File: config.mk
export PLATFORM = sky130hd
export DESIGN_NAME = primary_supervision_scratch_pin_regs
export DESIGN_NICKNAME = d
export VERILOG_FILES = /design/src/pri_regs_pkg.sv /design/src/primary_supervision_scratch_pin_regs.sv /design/src/odd_parity_word.sv
export VERILOG_INCLUDE_DIRS = /design/src /design/src/src
export SDC_FILE = /design/constraint.sdc
export NUM_CORES = 1
export LEC_CHECK = 0
export BUFFER_PORTS_ARGS = -buffer_cell sky130_fd_sc_hd__buf_2
export CELL_PAD_IN_SITES_DETAIL_PLACEMENT = 1
export CELL_PAD_IN_SITES_GLOBAL_PLACEMENT = 1
export CORE_ASPECT_RATIO = 1.1
export CORE_MARGIN = 3
export CORE_UTILIZATION = 35
export CTS_BUF_LIST = sky130_fd_sc_hd__clkbuf_8 sky130_fd_sc_hd__clkbuf_16
export CTS_CLUSTER_SIZE = 16
export DETAILED_ROUTE_END_ITERATION = 10
export PLACE_DENSITY = 0.71
export SYNTH_ARGS = -nofsm -noshare
export SYNTH_HDL_FRONTEND = slang
export SYNTH_HIERARCHICAL = 1
export SYNTH_SLANG_ARGS = --single-unit
export TNS_END_PERCENT = 20
File: constraint.sdc
create_clock -name clock -period 5.1 [get_ports clock]
set_input_delay 0.51 -clock clock [delete_from_list [all_inputs] [get_ports clock]]
set_output_delay 0.51 -clock clock [all_outputs]
set_load 0.01 [all_outputs]
File: src/pri_regs_consts.svh
// offsets, field positions, reset values for the primary supervision/scratch/pin registers
`ifndef PRI_REGS_CONSTS_SVH
`define PRI_REGS_CONSTS_SVH

// register offsets
`define SUPERVISION_SELECT_CONTROL_ADDR 7'h08
`define LINK_INTEGRITY_SCRATCH_ADDR 7'h09
`define PRIMARY_PIN_LEVELS_ADDR 7'h0A

// reset values
`define SUPERVISION_SELECT_CONTROL_RST 16'h0001
`define LINK_INTEGRITY_SCRATCH_RST 16'h0001

// field positions
`define VFS_MSB 3
`define VFS_LSB 2
`define SCRATCH_MSB 15
`define SCRATCH_LSB 2
`define GPIO_LEVEL_BIT 8
`define CONV_TRIG_LEVEL_BIT 7
`define FAULT_B_LEVEL_BIT 6
`define FAULT_A_LEVEL_BIT 5
`define ENABLE_LEVEL_BIT 4
`define STOP_LEVEL_BIT 3
`define DRIVE_LEVEL_BIT 2
`define LFI_BIT 1
`define PARITY_BIT 0

`endif

File: src/pri_regs_pkg.sv
// types for the primary supervision/scratch/pin register bank
package pri_regs_pkg;

    typedef enum logic [1:0] {
        vfs_none = 2'b00,
        vfs_res1 = 2'b01,
        vfs_clock_supervision = 2'b10,
        vfs_res3 = 2'b11
    } verify_function_t;

    typedef enum logic [2:0] {
        mode_initial = 3'b001,
        mode_other = 3'b010,
        mode_verification = 3'b101
    } op_mode_t;

endpackage

File: src/primary_supervision_scratch_pin_regs.sv
// primary supervision select, scratch and pin level registers
// Functional notes
// [RULE1] Selector bits 3:2: 00 none, 10 clock supervision, 01 and 11 reserved.
// [RULE2] The selector starts a function only on entry to the verification mode.
// [RULE3] Entry to the initial mode clears the selector, readable as zero.
// [RULE4] Response bit 1 is 0 when the previous frame was accepted, 1 when discarded.
// [RULE5] Response bit 0 is odd parity made by the device and not writable.
// [RULE6] Scratch bits 15:2 are written and read back unchanged by the host.
// [RULE7] The scratch value drives no hardware function.
// [RULE8] Bit 8 of the pin register shows the general I/O pin level.
// [RULE9] Bit 7 of the pin register shows the conversion trigger pin level.
// [RULE10] Bit 6 of the pin register shows the second fault output level.
// [RULE11] Bit 5 of the pin register shows the first fault output level.
// [RULE12] Bit 4 of the pin register shows the enable pin level.
// [RULE13] Bit 3 of the pin register shows the stop pin level.
// [RULE14] Bit 2 of the pin register shows the drive command pin level.
// [RULE15] Active clock supervision writes its cycle count to bits 15:8 of the result register; the code keeps the count in the 8-bit result, bits 7:0.
// [RULE16] Parity makes the whole 16-bit response hold an odd number of ones.
// [RULE17] Reserved bits read zero and writes to reserved or read-only bits are ignored.
`timescale 1ns/1ps
`default_nettype none
`include "pri_regs_consts.svh"

module primary_supervision_scratch_pin_regs
    import pri_regs_pkg::*;
(
    // clock and reset
    input wire logic clock,
    input wire logic rst_b,
    // register access from the frame decoder
    input wire logic reg_wr,
    input wire logic reg_rd,
    input wire logic [6:0] reg_addr,
    input wire logic [15:0] reg_wdata,
    input wire logic last_frame_invalid,
    output logic [15:0] reg_rdata,
    output logic reg_hit,
    // operating mode
    input wire op_mode_t op_mode,
    // pin levels
    input wire logic general_io_pin,
    input wire logic conversion_trigger_pin,
    input wire logic fault_out_b,
    input wire logic fault_out_a,
    input wire logic enable_pin,
    input wire logic stop_input_pin,
    input wire logic drive_input_pin,
    // clock supervision handoff
    input wire logic [7:0] clock_check_count,
    input wire logic clock_check_done,
    output logic clock_check_start,
    output logic [7:0] clock_check_result,
    output logic [1:0] verify_function_select
);

    // =========================================================
    // state
    // =========================================================
    verify_function_t vfs, next_vfs;
    logic [13:0] scratch_value, next_scratch_value;
    op_mode_t mode_prev, next_mode_prev;
    logic start, next_start;
    logic [7:0] result, next_result;
    logic [15:0] rdata, next_rdata;
    logic hit, next_hit;
    logic [15:0] raw_word;
    logic [15:0] parity_word;
    logic [8:2] pin_levels;
    logic enter_verify;
    logic enter_initial;

    // =========================================================
    // pin snapshot and mode edges
    // =========================================================
    always_comb
    begin
        pin_levels[`GPIO_LEVEL_BIT] = general_io_pin; // [RULE8]
        pin_levels[`CONV_TRIG_LEVEL_BIT] = conversion_trigger_pin; // [RULE9]
        pin_levels[`FAULT_B_LEVEL_BIT] = fault_out_b; // [RULE10]
        pin_levels[`FAULT_A_LEVEL_BIT] = fault_out_a; // [RULE11]
        pin_levels[`ENABLE_LEVEL_BIT] = enable_pin; // [RULE12]
        pin_levels[`STOP_LEVEL_BIT] = stop_input_pin; // [RULE13]
        pin_levels[`DRIVE_LEVEL_BIT] = drive_input_pin; // [RULE14]
        enter_verify = (op_mode == mode_verification) && (mode_prev != mode_verification);
        enter_initial = (op_mode == mode_initial) && (mode_prev != mode_initial);
    end

    // =========================================================
    // selector, mode history and start pulse
    // =========================================================
    always_comb
    begin
        next_vfs = vfs;
        next_mode_prev = op_mode;
        next_start = 1'b0;
        if (reg_wr && reg_addr == `SUPERVISION_SELECT_CONTROL_ADDR)
        begin
            // write only stores; no function starts here
            next_vfs = verify_function_t'(reg_wdata[`VFS_MSB:`VFS_LSB]); // [RULE2] [RULE17]
        end
        if (enter_verify && vfs == vfs_clock_supervision)
        begin
            next_start = 1'b1; // [RULE1] [RULE2]
        end
        if (enter_initial)
        begin
            // hardware clear wins over a same-cycle write
            next_vfs = vfs_none; // [RULE3]
        end
    end

    always_ff @(posedge clock or negedge rst_b)
    begin
        if (!rst_b)
        begin
            vfs <= vfs_none;
            // history starts in initial mode, so release is no entry
            mode_prev <= mode_initial;
            start <= 1'b0;
        end
        else
        begin
            vfs <= next_vfs;
            mode_prev <= next_mode_prev;
            start <= next_start;
        end
    end

    // =========================================================
    // scratch word
    // =========================================================
    always_comb
    begin
        next_scratch_value = scratch_value;
        if (reg_wr && reg_addr == `LINK_INTEGRITY_SCRATCH_ADDR)
        begin
            // storage only, feeds nothing but readback
            next_scratch_value = reg_wdata[`SCRATCH_MSB:`SCRATCH_LSB]; // [RULE6] [RULE7]
        end
    end

    always_ff @(posedge clock or negedge rst_b)
    begin
        if (!rst_b)
        begin
            scratch_value <= 14'h0000;
        end
        else
        begin
            scratch_value <= next_scratch_value;
        end
    end

    // =========================================================
    // supervision result
    // =========================================================
    always_comb
    begin
        next_result = result;
        if (clock_check_done)
        begin
            next_result = clock_check_count; // [RULE15]
        end
    end

    always_ff @(posedge clock or negedge rst_b)
    begin
        if (!rst_b)
        begin
            result <= 8'h00;
        end
        else
        begin
            result <= next_result;
        end
    end

    // =========================================================
    // read data
    // =========================================================
    always_comb
    begin
        raw_word = 16'h0000; // [RULE17]
        next_hit = 1'b0;
        case (reg_addr)
            `SUPERVISION_SELECT_CONTROL_ADDR:
            begin
                raw_word[`VFS_MSB:`VFS_LSB] = vfs;
                next_hit = 1'b1;
            end
            `LINK_INTEGRITY_SCRATCH_ADDR:
            begin
                raw_word[`SCRATCH_MSB:`SCRATCH_LSB] = scratch_value; // [RULE6]
                next_hit = 1'b1;
            end
            `PRIMARY_PIN_LEVELS_ADDR:
            begin
                raw_word[8:2] = pin_levels;
                next_hit = 1'b1;
            end
            default:
            begin
                raw_word = 16'h0000;
            end
        endcase
        raw_word[`LFI_BIT] = last_frame_invalid; // [RULE4]
        next_hit = next_hit & reg_rd;
    end

    odd_parity_word parity_gen
    (
        .data_in(raw_word),
        .word_out(parity_word) // [RULE5] [RULE16]
    );

    always_comb
    begin
        next_rdata = reg_rd ? parity_word : rdata;
    end

    // =========================================================
    // read word registers
    // =========================================================
    always_ff @(posedge clock or negedge rst_b)
    begin
        if (!rst_b)
        begin
            // reset word carries the parity bit only
            rdata <= 16'h0001;
            hit <= 1'b0;
        end
        else
        begin
            rdata <= next_rdata;
            hit <= next_hit;
        end
    end

    always_comb
    begin
        reg_rdata = rdata;
        reg_hit = hit;
        clock_check_start = start;
        clock_check_result = result;
        verify_function_select = vfs;
    end

endmodule

`default_nettype wire

File: src/odd_parity_word.sv
// fills bit 0 of a response word so the whole word carries odd parity
`timescale 1ns/1ps
`default_nettype none

module odd_parity_word
(
    // data with bit 0 ignored
    input wire logic [15:0] data_in,
    // completed word
    output logic [15:0] word_out
);

    always_comb
    begin
        word_out = {data_in[15:1], ~(^data_in[15:1])};
    end

endmodule

`default_nettype wire

==> results of run 1 <==
==> sequential cells by signal, summed over array words and instances (netlist names) <==
| register | cells |
|---|---|
| verify_function_select | 2 |
| scratch_value | 14 |
| clock_check_start | 1 |
| mode_prev | 3 |
| reg_rdata | 16 |
| reg_hit | 1 |
| clock_check_result | 8 |
==> power breakdown <==
| group | internal, mW | switching (mW) |
|---|---|---|
| clock network | 0.0946 | 0.121 |
| logic | 0.0442 | 0.0392 |
| registers | 0.376 | 0.00944 |
| total | 0.515 | 0.169 |
==> per-layer routing <==
layer | global-route usage, % | part of all wire [%] | wire (um)
met1 | 17.2 | 43 | 2020
met2 | 23.8 | 48 | 2260
met3 | 5.34 | 8.3 | 390
met4 | 3.32 | 1.2 | 58
met5 | 0 | 0 | 0
==> how the worst max path moves through the flow <==
stage / startpoint / to / slack [ps] / depth (start not counted)
6_report: reg_addr[5] / reg_rdata[0] / 2610 / 8
5_1_grt: reg_addr[5] / reg_rdata[0] / 2450 / 8
4_1_cts: reg_addr[5] / reg_rdata[0] / 2600 / 8
3_5_place_dp: reg_addr[5] / reg_rdata[0] / 2280 / 8
3_3_place_gp: reg_addr[5] / reg_rdata[0] / 2300 / 8
2_1_floorplan: reg_addr[1] / reg_rdata[0] / 2620 / 8
==> per-stage QoR <==
step / hold WS [ps] / setup slack [ps] / power (mW) / util, %
after CTS: 313 / 2600 / 0.698 / 43.8
after floorplan: 214 / 2620 / 0.435 / -
final: 327 / 2610 / 0.685 / 43.8
after global placement: 448 / 2300 / 0.476 / 42.3
after detailed placement: 479 / 2280 / 0.478 / 42.3
after global routing: 310 / 2450 / 0.726 / 43.8
==> area by class of cell <==
class	instances	area (sq um)	share of cell area, %
clock inverters	3	17.5	0.672
well taps	77	96.3	3.70
repair buffers	72	360	13.8
inverters	1	3.75	0.144
flip-flops and latches	45	1130	43.3
multi-input cells	96	931	35.7
clock buffers	5	68.8	2.64
==> impl_metrics.py, run 1 <==
metrics = {
    "status": {
        "outcome": "completed",
    },
    "cts": {
        "htree_num_levels": 2,
        "cts-buffers-inserted": 5,
        "cts_tree": "done",
        "cts_hold_buf": 0,
        "clkSinkCount": 45,
        "cts_resized": 0,
        "postCtsSetupBuffers": 0,
        "clk_pin_slew_ps": 80,
        "root_buffer": "clkbuf_8",
        "worstSkewPairLatency_ps": 290,
        "cts_max_path_buffers": 2,
    },
    "die": {
        "row_count": 29,
        "start_util_pct": 37.2,
        "die_area_sq_mm": 0.00732,
        "core-area_sq_mm": 0.00595,
        "ios": 75,
        "chipHeight_um": 89.4,
        "die_x_um": 81.8,
    },
    "detailed_routing": {
        "num_vias": 1462,
        "routedWlPerCell_um": 15.8,
        "via_per_inst": 4.89,
        "wirelength_um": 4720,
        "dr.pass1.iters": 4,
        "drt_iter0_markers": 58,
        "drc": 0,
        "ant_nets": 0,
    },
    "min_path": {
        "hold_class": "in -> reg",
        "min_from": "op_mode[0]",
        "min_to": "mode_prev[0]",
        "holdPathStages": 1,
    },
    "finish": {
        "final_common_cell": "buf_2",
        "n_antenna_cell": 0,
        "nFillCells": 675,
        "nNetsFinal": 268,
        "layout_common_cells": "buf_2 (72), dfrtp_1 (43), mux2_2 (28)",
        "fin_area_sq_mm": 0.00261,
        "instances_no_fill": 299,
        "drive_above_1_share_pct": 56.8,
        "areaGrowthSynthToFinish_pct": 17.7,
    },
    "critical_path": {
        "r2r_start": "verify_function_select[0]",
        "crit_type": "in -> reg",
        "critPathMaxStageDelay_ps": 390,
        "rr_worst_depth": 7,
        "crit_arrival_ps": 2720,
        "critPathMostFrequentCell": "xnor3_1",
        "path_cells": "buf_2, nor4_4, and2_0, and3_1, xnor3_1, xnor3_1, xnor3_1, mux2_2",
        "critical-path-top-delay-family": "simple AND/OR/NAND/NOR gates",
        "cp-end-kind": "flop",
        "path_max_fanout": 8,
        "rrSetupSlack_ps": 3060,
        "start_kind": "input port",
        "slowest_stage": "xnor3_1",
        "r2r-end": "reg_rdata[0]",
        "worst-path-buf-inv": 1,
        "crit_required_ps": 5330,
    },
    "place": {
        "dp_hpwl_um": 3610,
        "io_buffers": 72,
        "place_congestion": 0.720,
        "place_area_sq_mm": 0.00252,
        "dp_cells": 291,
    },
    "yosys": {
        "syn_area_per_cell_sq_um": 13.6,
        "synth_area_sq_mm": 0.00221,
        "synth_warnings": 6,
        "synth_cells": 163,
        "synth_nets": 210,
    },
    "timing": {
        "final_max_slew_viol_count": 0,
        "finalCritPeriodShare_pct": 48.9,
        "max_freq_mhz": 401,
        "fin_worst_skew_ps": 4.64,
        "final.setup.tns_ps": 0,
        "slew_headroom_pct": 33.2,
        "grt_setup_unrepaired": "false",
        "fin_crit_ps": 2490,
        "hold_viol": 0,
        "setup_violations": 0,
        "worstMarginPinSlew_ps": 1000,
    },
    "global_routing": {
        "grt_max_degree": 46,
        "antenna_found_initial": 0,
        "gr-total-overflow": 0,
        "grt_pass1_vias": 1559,
        "grt_usage_pct": 14.2,
        "grt_pass1_wl_um": 7790,
    },
    "pwr": {
        "vdd.ir_drop.worst_mv": 0.128,
        "powerDensity_mw_per_mm2": 263,
        "p_leak_nw": 1.36,
    },
    "job": {
        "maxCapViolCount": 0,
    },
}
(Power assumes the default switching activity.)
==> run 2: changes to the inputs <==
- ABC_AREA: unset -> 1
- CORE_UTILIZATION: 35 -> 33
- PLACE_DENSITY: 0.71 -> 0.76
- clock period: 5.1 -> 2.06 ns (I/O delays scaled with it)
==> impl_metrics.py, run 2 <==
metrics = {
    "cts": {
        "root_buffer": "clkbuf_8",
        "worstSkewPairLatency_ps": 300,
        "htree_num_levels": 2,
        "clk_pin_slew_ps": 90,
        "clkSinkCount": 45,
        "cts_max_path_buffers": 2,
        "cts-buffers-inserted": 5,
        "cts_tree": "done",
    },
    "timing": {
        "fin_crit_ps": 1690,
        "final.setup.tns_ps": 0,
        "fin_worst_skew_ps": 4.52,
        "setup_slack_ps": 372,
        "final_max_slew_viol_count": 0,
        "worstMarginPinSlew_ps": 594,
        "max_freq_mhz": 593,
        "finalCritPeriodShare_pct": 81.9,
        "slew_headroom_pct": 60.4,
        "setup_violations": 0,
        "grt_setup_unrepaired": "false",
        "hold_viol": 0,
    },
    "detailed_routing": {
        "via_per_inst": 4.69,
        "drt_iter0_markers": 39,
        "wirelength_um": 6130,
        "ant_nets": 0,
        "routedWlPerCell_um": 12.5,
        "dr.pass1.iters": 4,
        "num_vias": 2302,
        "drc": 0,
    },
    "pwr": {
        "vdd.ir_drop.worst_mv": 0.268,
        "powerDensity_mw_per_mm2": 616,
        "p_leak_nw": 1.72,
    },
    "die": {
        "ios": 75,
        "die_x_um": 88.9,
        "start_util_pct": 34.8,
        "row_count": 32,
        "core-area_sq_mm": 0.00717,
        "die_area_sq_mm": 0.00864,
        "chipHeight_um": 97.2,
    },
    "finish": {
        "layout_common_cells": "nand2_1 (160), buf_2 (72), dfrtp_1 (43)",
        "nFillCells": 950,
        "n_antenna_cell": 0,
        "final_common_cell": "nand2_1",
        "drive_above_1_share_pct": 26.4,
        "instances_no_fill": 491,
        "final_util_pct": 41.9,
        "largest_register_ff_count": 16,
        "nNetsFinal": 452,
        "areaGrowthSynthToFinish_pct": 20.3,
    },
    "yosys": {
        "synth_warnings": 6,
        "synth_cells": 345,
        "synth_area_sq_mm": 0.00250,
        "syn_area_per_cell_sq_um": 7.24,
        "synth_nets": 392,
    },
    "critical_path": {
        "slowest_stage": "nor2_1",
        "critPathMostFrequentCell": "nand2_1",
        "r2r-end": "reg_rdata[0]",
        "path_cells": "buf_2, inv_1, nand2_1, nor3_4, nand2_1, nor2_1, inv_1, nand2_1, nand2_2, nand2_2, inv_1, nor2_1, nand2_1, nand2_1, nand2_1, nand2_1, nand2_1, nand2_1",
        "crit_required_ps": 2310,
        "rrSetupSlack_ps": 550,
        "r2r_start": "verify_function_select[0]",
        "crit_type": "in -> reg",
        "path_max_fanout": 7,
        "cp-end-kind": "flop",
        "crit_arrival_ps": 1930,
        "critPathMaxStageDelay_ps": 250,
        "rr_worst_depth": 13,
        "start_kind": "input port",
    },
    "place": {
        "dp_hpwl_um": 5040,
        "dp_cells": 481,
        "io_buffers": 72,
        "post-place-ws_ps": 36.0,
        "place_congestion": 0.811,
    },
    "job": {
        "maxCapViolCount": 0,
    },
    "min_path": {
        "min_from": "op_mode[1]",
        "holdPathStages": 1,
        "hold_class": "in -> reg",
        "min_to": "mode_prev[1]",
    },
    "global_routing": {
        "grt_pass1_wl_um": 10600,
        "grt_pass1_vias": 2344,
        "grt_max_degree": 26,
        "grt_usage_pct": 15.3,
        "antenna_found_initial": 0,
        "gr-total-overflow": 0,
    },
    "status": {
        "outcome": "completed",
    },
}
## run 2: cell count changes in the layout (fill, tap and decap cells not counted), moves of 4 or more
| cell | before | now |
|---|---|---|
| a21oi_1 | 4 | 0 |
| a22oi_1 | 5 | 0 |
| and3_1 | 8 | 0 |
| buf_4 | 0 | 4 |
| inv_1 | 1 | 33 |
| mux2_2 | 28 | 8 |
| mux2_4 | 10 | 0 |
| nand2_1 | 4 | 160 |
| nand2_2 | 0 | 5 |
| nand3_1 | 2 | 25 |
| nand4_1 | 0 | 16 |
| nor2_1 | 5 | 17 |
| xnor2_1 | 8 | 0 |
## run 2: per-layer routing
metal	part of all wire, %	wire length [um]	GRT usage, %	vias up
met5	0	0	0	-
met4	2.1	127	4.88	0
met3	3.8	236	2.88	9
met2	51	3120	25.9	49
met1	43	2650	19.1	1072
li1	-	-	-	1172
## run 2: layout make-up
type | instances | area (sq um) | share of cell area [%]
Clock buffer | 5 | 68.8 | 2.29
Multi-Input combinational cell | 237 | 1070 | 35.5
Sequential cell | 45 | 1130 | 37.6
Inverter | 36 | 135 | 4.50
Timing Repair Buffer | 80 | 450 | 15.0
Clock inverter | 3 | 46.3 | 1.54
Tap cell | 85 | 106 | 3.54
## run 2: timing repair
item	CTS	global route
hold buffers	2	0
setup buffers	0	0
resized for setup	0	0
endpoints found under the hold margin	24	0
## run 2: where the power goes
| part | switching [mW] | leakage, nW | internal [mW] | total, mW |
|---|---|---|---|---|
| Combinational | 0.126 | 1.07 | 0.0928 | 0.219 |
| Clock | 0.314 | 0.0543 | 0.363 | 0.677 |
| Sequential | 0.0237 | 0.592 | 0.931 | 0.955 |
| Total | 0.463 | 1.72 | 1.39 | 1.85 |
## run 2: per-stage QoR
stage	power [mW]	instance area (sq um)	hold slack [ps]
3_3_place_gp	1.18	2870	246
3_5_place_dp	1.19	2870	256
5_1_grt	1.95	3000	0.313
6_report	1.85	3000	22.9
2_1_floorplan	1.07	2500	-89.6
4_1_cts	1.88	3000	11.5
## run 2: worst max path at each step
| stage | start | end | slack (ps) |
|---|---|---|---|
| global placement | reg_addr[2] | reg_rdata[0] | 130 |
| detailed placement | reg_addr[2] | reg_rdata[0] | 40 |
| global route | reg_addr[2] | reg_rdata[0] | 50 |
| floorplan | reg_addr[4] | reg_rdata[0] | 340 |
| CTS | reg_addr[2] | reg_rdata[0] | 350 |
| finish | reg_addr[2] | reg_rdata[0] | 370 |
## run 2: worst max-delay path, delay by kind of cell
family	cells	cell delay [ps]
buffers and inverters	4	270
and+or+nand+nor	14	1460
==> run 3: changes to the inputs <==
- CORE_UTILIZATION: 33 -> 35
- clock period: 2.06 -> 1.68 ns (I/O delays scaled with it)
==> impl_metrics.py, run 3 (same netlist as run 2, synthesis figures left out) <==
metrics = {
    "pwr": {
        "power_frac_comb_pct": 13.9,
        "powerDensity_mw_per_mm2": 644,
        "p_clk_share_pct": 32.2,
        "power.internal_mw": 1.58,
        "power.share.sequential_pct": 53.9,
        "switching_share_pct": 27.5,
        "p_leak_nw": 1.92,
        "vdd.ir_drop.worst_mv": 0.281,
        "p_sw_mw": 0.599,
    },
    "status": {
        "outcome": "completed",
    },
    "critical_path": {
        "crit_type": "in -> reg",
        "crit_required_ps": 1920,
        "crit_arrival_ps": 1820,
        "cp-end-kind": "flop",
        "path_max_fanout": 7,
        "start_kind": "input port",
    },
    "cts": {
        "clk_pin_slew_ps": 90,
        "cts-buffers-inserted": 5,
        "root_buffer": "clkbuf_8",
        "clkSinkCount": 45,
        "htree_num_levels": 2,
        "cts_max_path_buffers": 2,
        "cts_tree": "done",
        "worstSkewPairLatency_ps": 300,
    },
    "global_routing": {
        "grt_max_degree": 32,
        "antenna_found_initial": 0,
        "gr-total-overflow": 0,
        "grt_pass1_wl_um": 11100,
        "grt_pass1_vias": 2499,
        "grt_usage_pct": 16.6,
    },
    "detailed_routing": {
        "ant_nets": 0,
        "drt_iter0_markers": 56,
        "num_vias": 2458,
        "wirelength_um": 6630,
        "routedWlPerCell_um": 12.7,
        "dr.pass1.iters": 4,
        "drc": 0,
        "via_per_inst": 4.69,
    },
    "die": {
        "ios": 75,
        "start_util_pct": 37.0,
        "die_x_um": 86.5,
        "row_count": 31,
        "core-area_sq_mm": 0.00675,
        "die_area_sq_mm": 0.00818,
        "chipHeight_um": 94.6,
    },
    "timing": {
        "slew_headroom_pct": 53.5,
        "finalCritPeriodShare_pct": 94.0,
        "grt_setup_unrepaired": "true",
        "worstMarginPinSlew_ps": 697,
        "max_freq_mhz": 633,
        "fin_worst_skew_ps": 8.17,
        "setup_violations": 0,
        "fin_crit_ps": 1580,
        "final.setup.tns_ps": 0,
        "final_max_slew_viol_count": 0,
        "hold_viol": 0,
    },
    "finish": {
        "final_common_cell": "nand2_1",
        "n_antenna_cell": 0,
        "nFillCells": 898,
        "drive_above_1_share_pct": 39.6,
        "largest_register_ff_count": 16,
        "nNetsFinal": 488,
        "fin_area_sq_mm": 0.00338,
        "areaGrowthSynthToFinish_pct": 35.2,
        "layout_common_cells": "nand2_1 (144), buf_2 (72), dfrtp_1 (43)",
        "regArea_sq_mm": 0.00113,
        "multi_input_area_sq_mm": 0.00120,
    },
    "place": {
        "place_area_sq_mm": 0.00301,
        "place_congestion": 0.810,
        "io_buffers": 72,
        "dp_hpwl_um": 5250,
    },
    "min_path": {
        "hold_class": "in -> reg",
    },
    "job": {
        "maxCapViolCount": 0,
    },
}
run 3: changes by cell type in the layout (fill, tap and decap cells not counted), moves of 8 or more:
cell | before | now
nor2_1 | 17 | 9
nand2_2 | 5 | 19
nor2_4 | 0 | 8
nand2_1 | 160 | 144
buf_4 | 4 | 37
run 3: metal layers:
layer | wire length (um) | GRT usage [%] | vias to the layer above
met2 | 3380 | 29.3 | 58
met1 | 2920 | 21.1 | 1151
met5 | 0 | 0 | -
met4 | 49 | 3.51 | 0
met3 | 275 | 3.05 | 6
li1 | - | - | 1243
run 3: through the flow:
step / hold slack, ps / std cells / setup slack [ps] / util [%] / total power [mW]
6_report: 90.0 / 524 / 101 / 50.0 / 2.18
5_1_grt: 76.1 / 524 / -84.0 / 50.0 / 2.30
4_1_cts: 82.2 / 513 / 142 / 46.6 / 2.19
3_5_place_dp: 258 / 501 / -179 / 44.6 / 1.47
3_3_place_gp: 256 / 501 / -133 / 44.6 / 1.46
2_1_floorplan: -128 / 345 / 0.436 / - / 1.32
run 3: cell type report:
type / instances / area share (%)
Multi-Input combinational cell: 237 / 35.6
Sequential cell: 45 / 33.4
Timing Repair Buffer: 116 / 21.1
Tap cell: 82 / 3.04
Clock inverter: 3 / 0.778
Inverter: 36 / 4.00
Clock buffer: 5 / 2.04
run 3: path summary, 6_finish.rpt:
path                       slack (ps)                     to                       from  cells past startpoint
max                               100           reg_rdata[0]                reg_addr[2]                     17
min                                90  clock_check_result[6]       clock_check_count[6]                      2
max reg2reg                       250           reg_rdata[0]  verify_function_select[0]                     13
min reg2reg                       470           reg_rdata[1]               reg_rdata[1]                      2
max in group asynchronous         640       scratch_value[0]                      rst_b                      3
min in group asynchronous         440           mode_prev[1]                      rst_b                      2
run 3: power by group through the flow:
stage	combinational (mW)	clock, mW	sequential (mW)
floorplan	0.118	0	1.20
detailed placement	0.279	0	1.19
finish	0.303	0.701	1.17
global placement	0.270	0	1.19
global route	0.343	0.772	1.18
CTS	0.287	0.732	1.17
run 3: timing repair:
| action | 4_1_cts | 5_1_grt |
|---|---|---|
| setup endpoints to repair | 0 | 1 |
| endpoints found under the hold margin | 30 | 0 |
| gates resized for setup | 0 | 48 |
| setup buffers | 0 | 10 |
| hold buffers | 4 | 0 |
run 3: worst max-delay path, stage by stage:
cell	delay, ps
buf_2	110
inv_2	50
nand2_2	70
nor3_4	310
nand2_4	200
nor2_4	180
buf_4	130
buf_4	100
nand3_1	80
nand2_2	80
inv_1	40
nand2_1	50
nand2_1	50
nand2_1	50
nand2_1	50
nand2_1	50
nand2_1	40
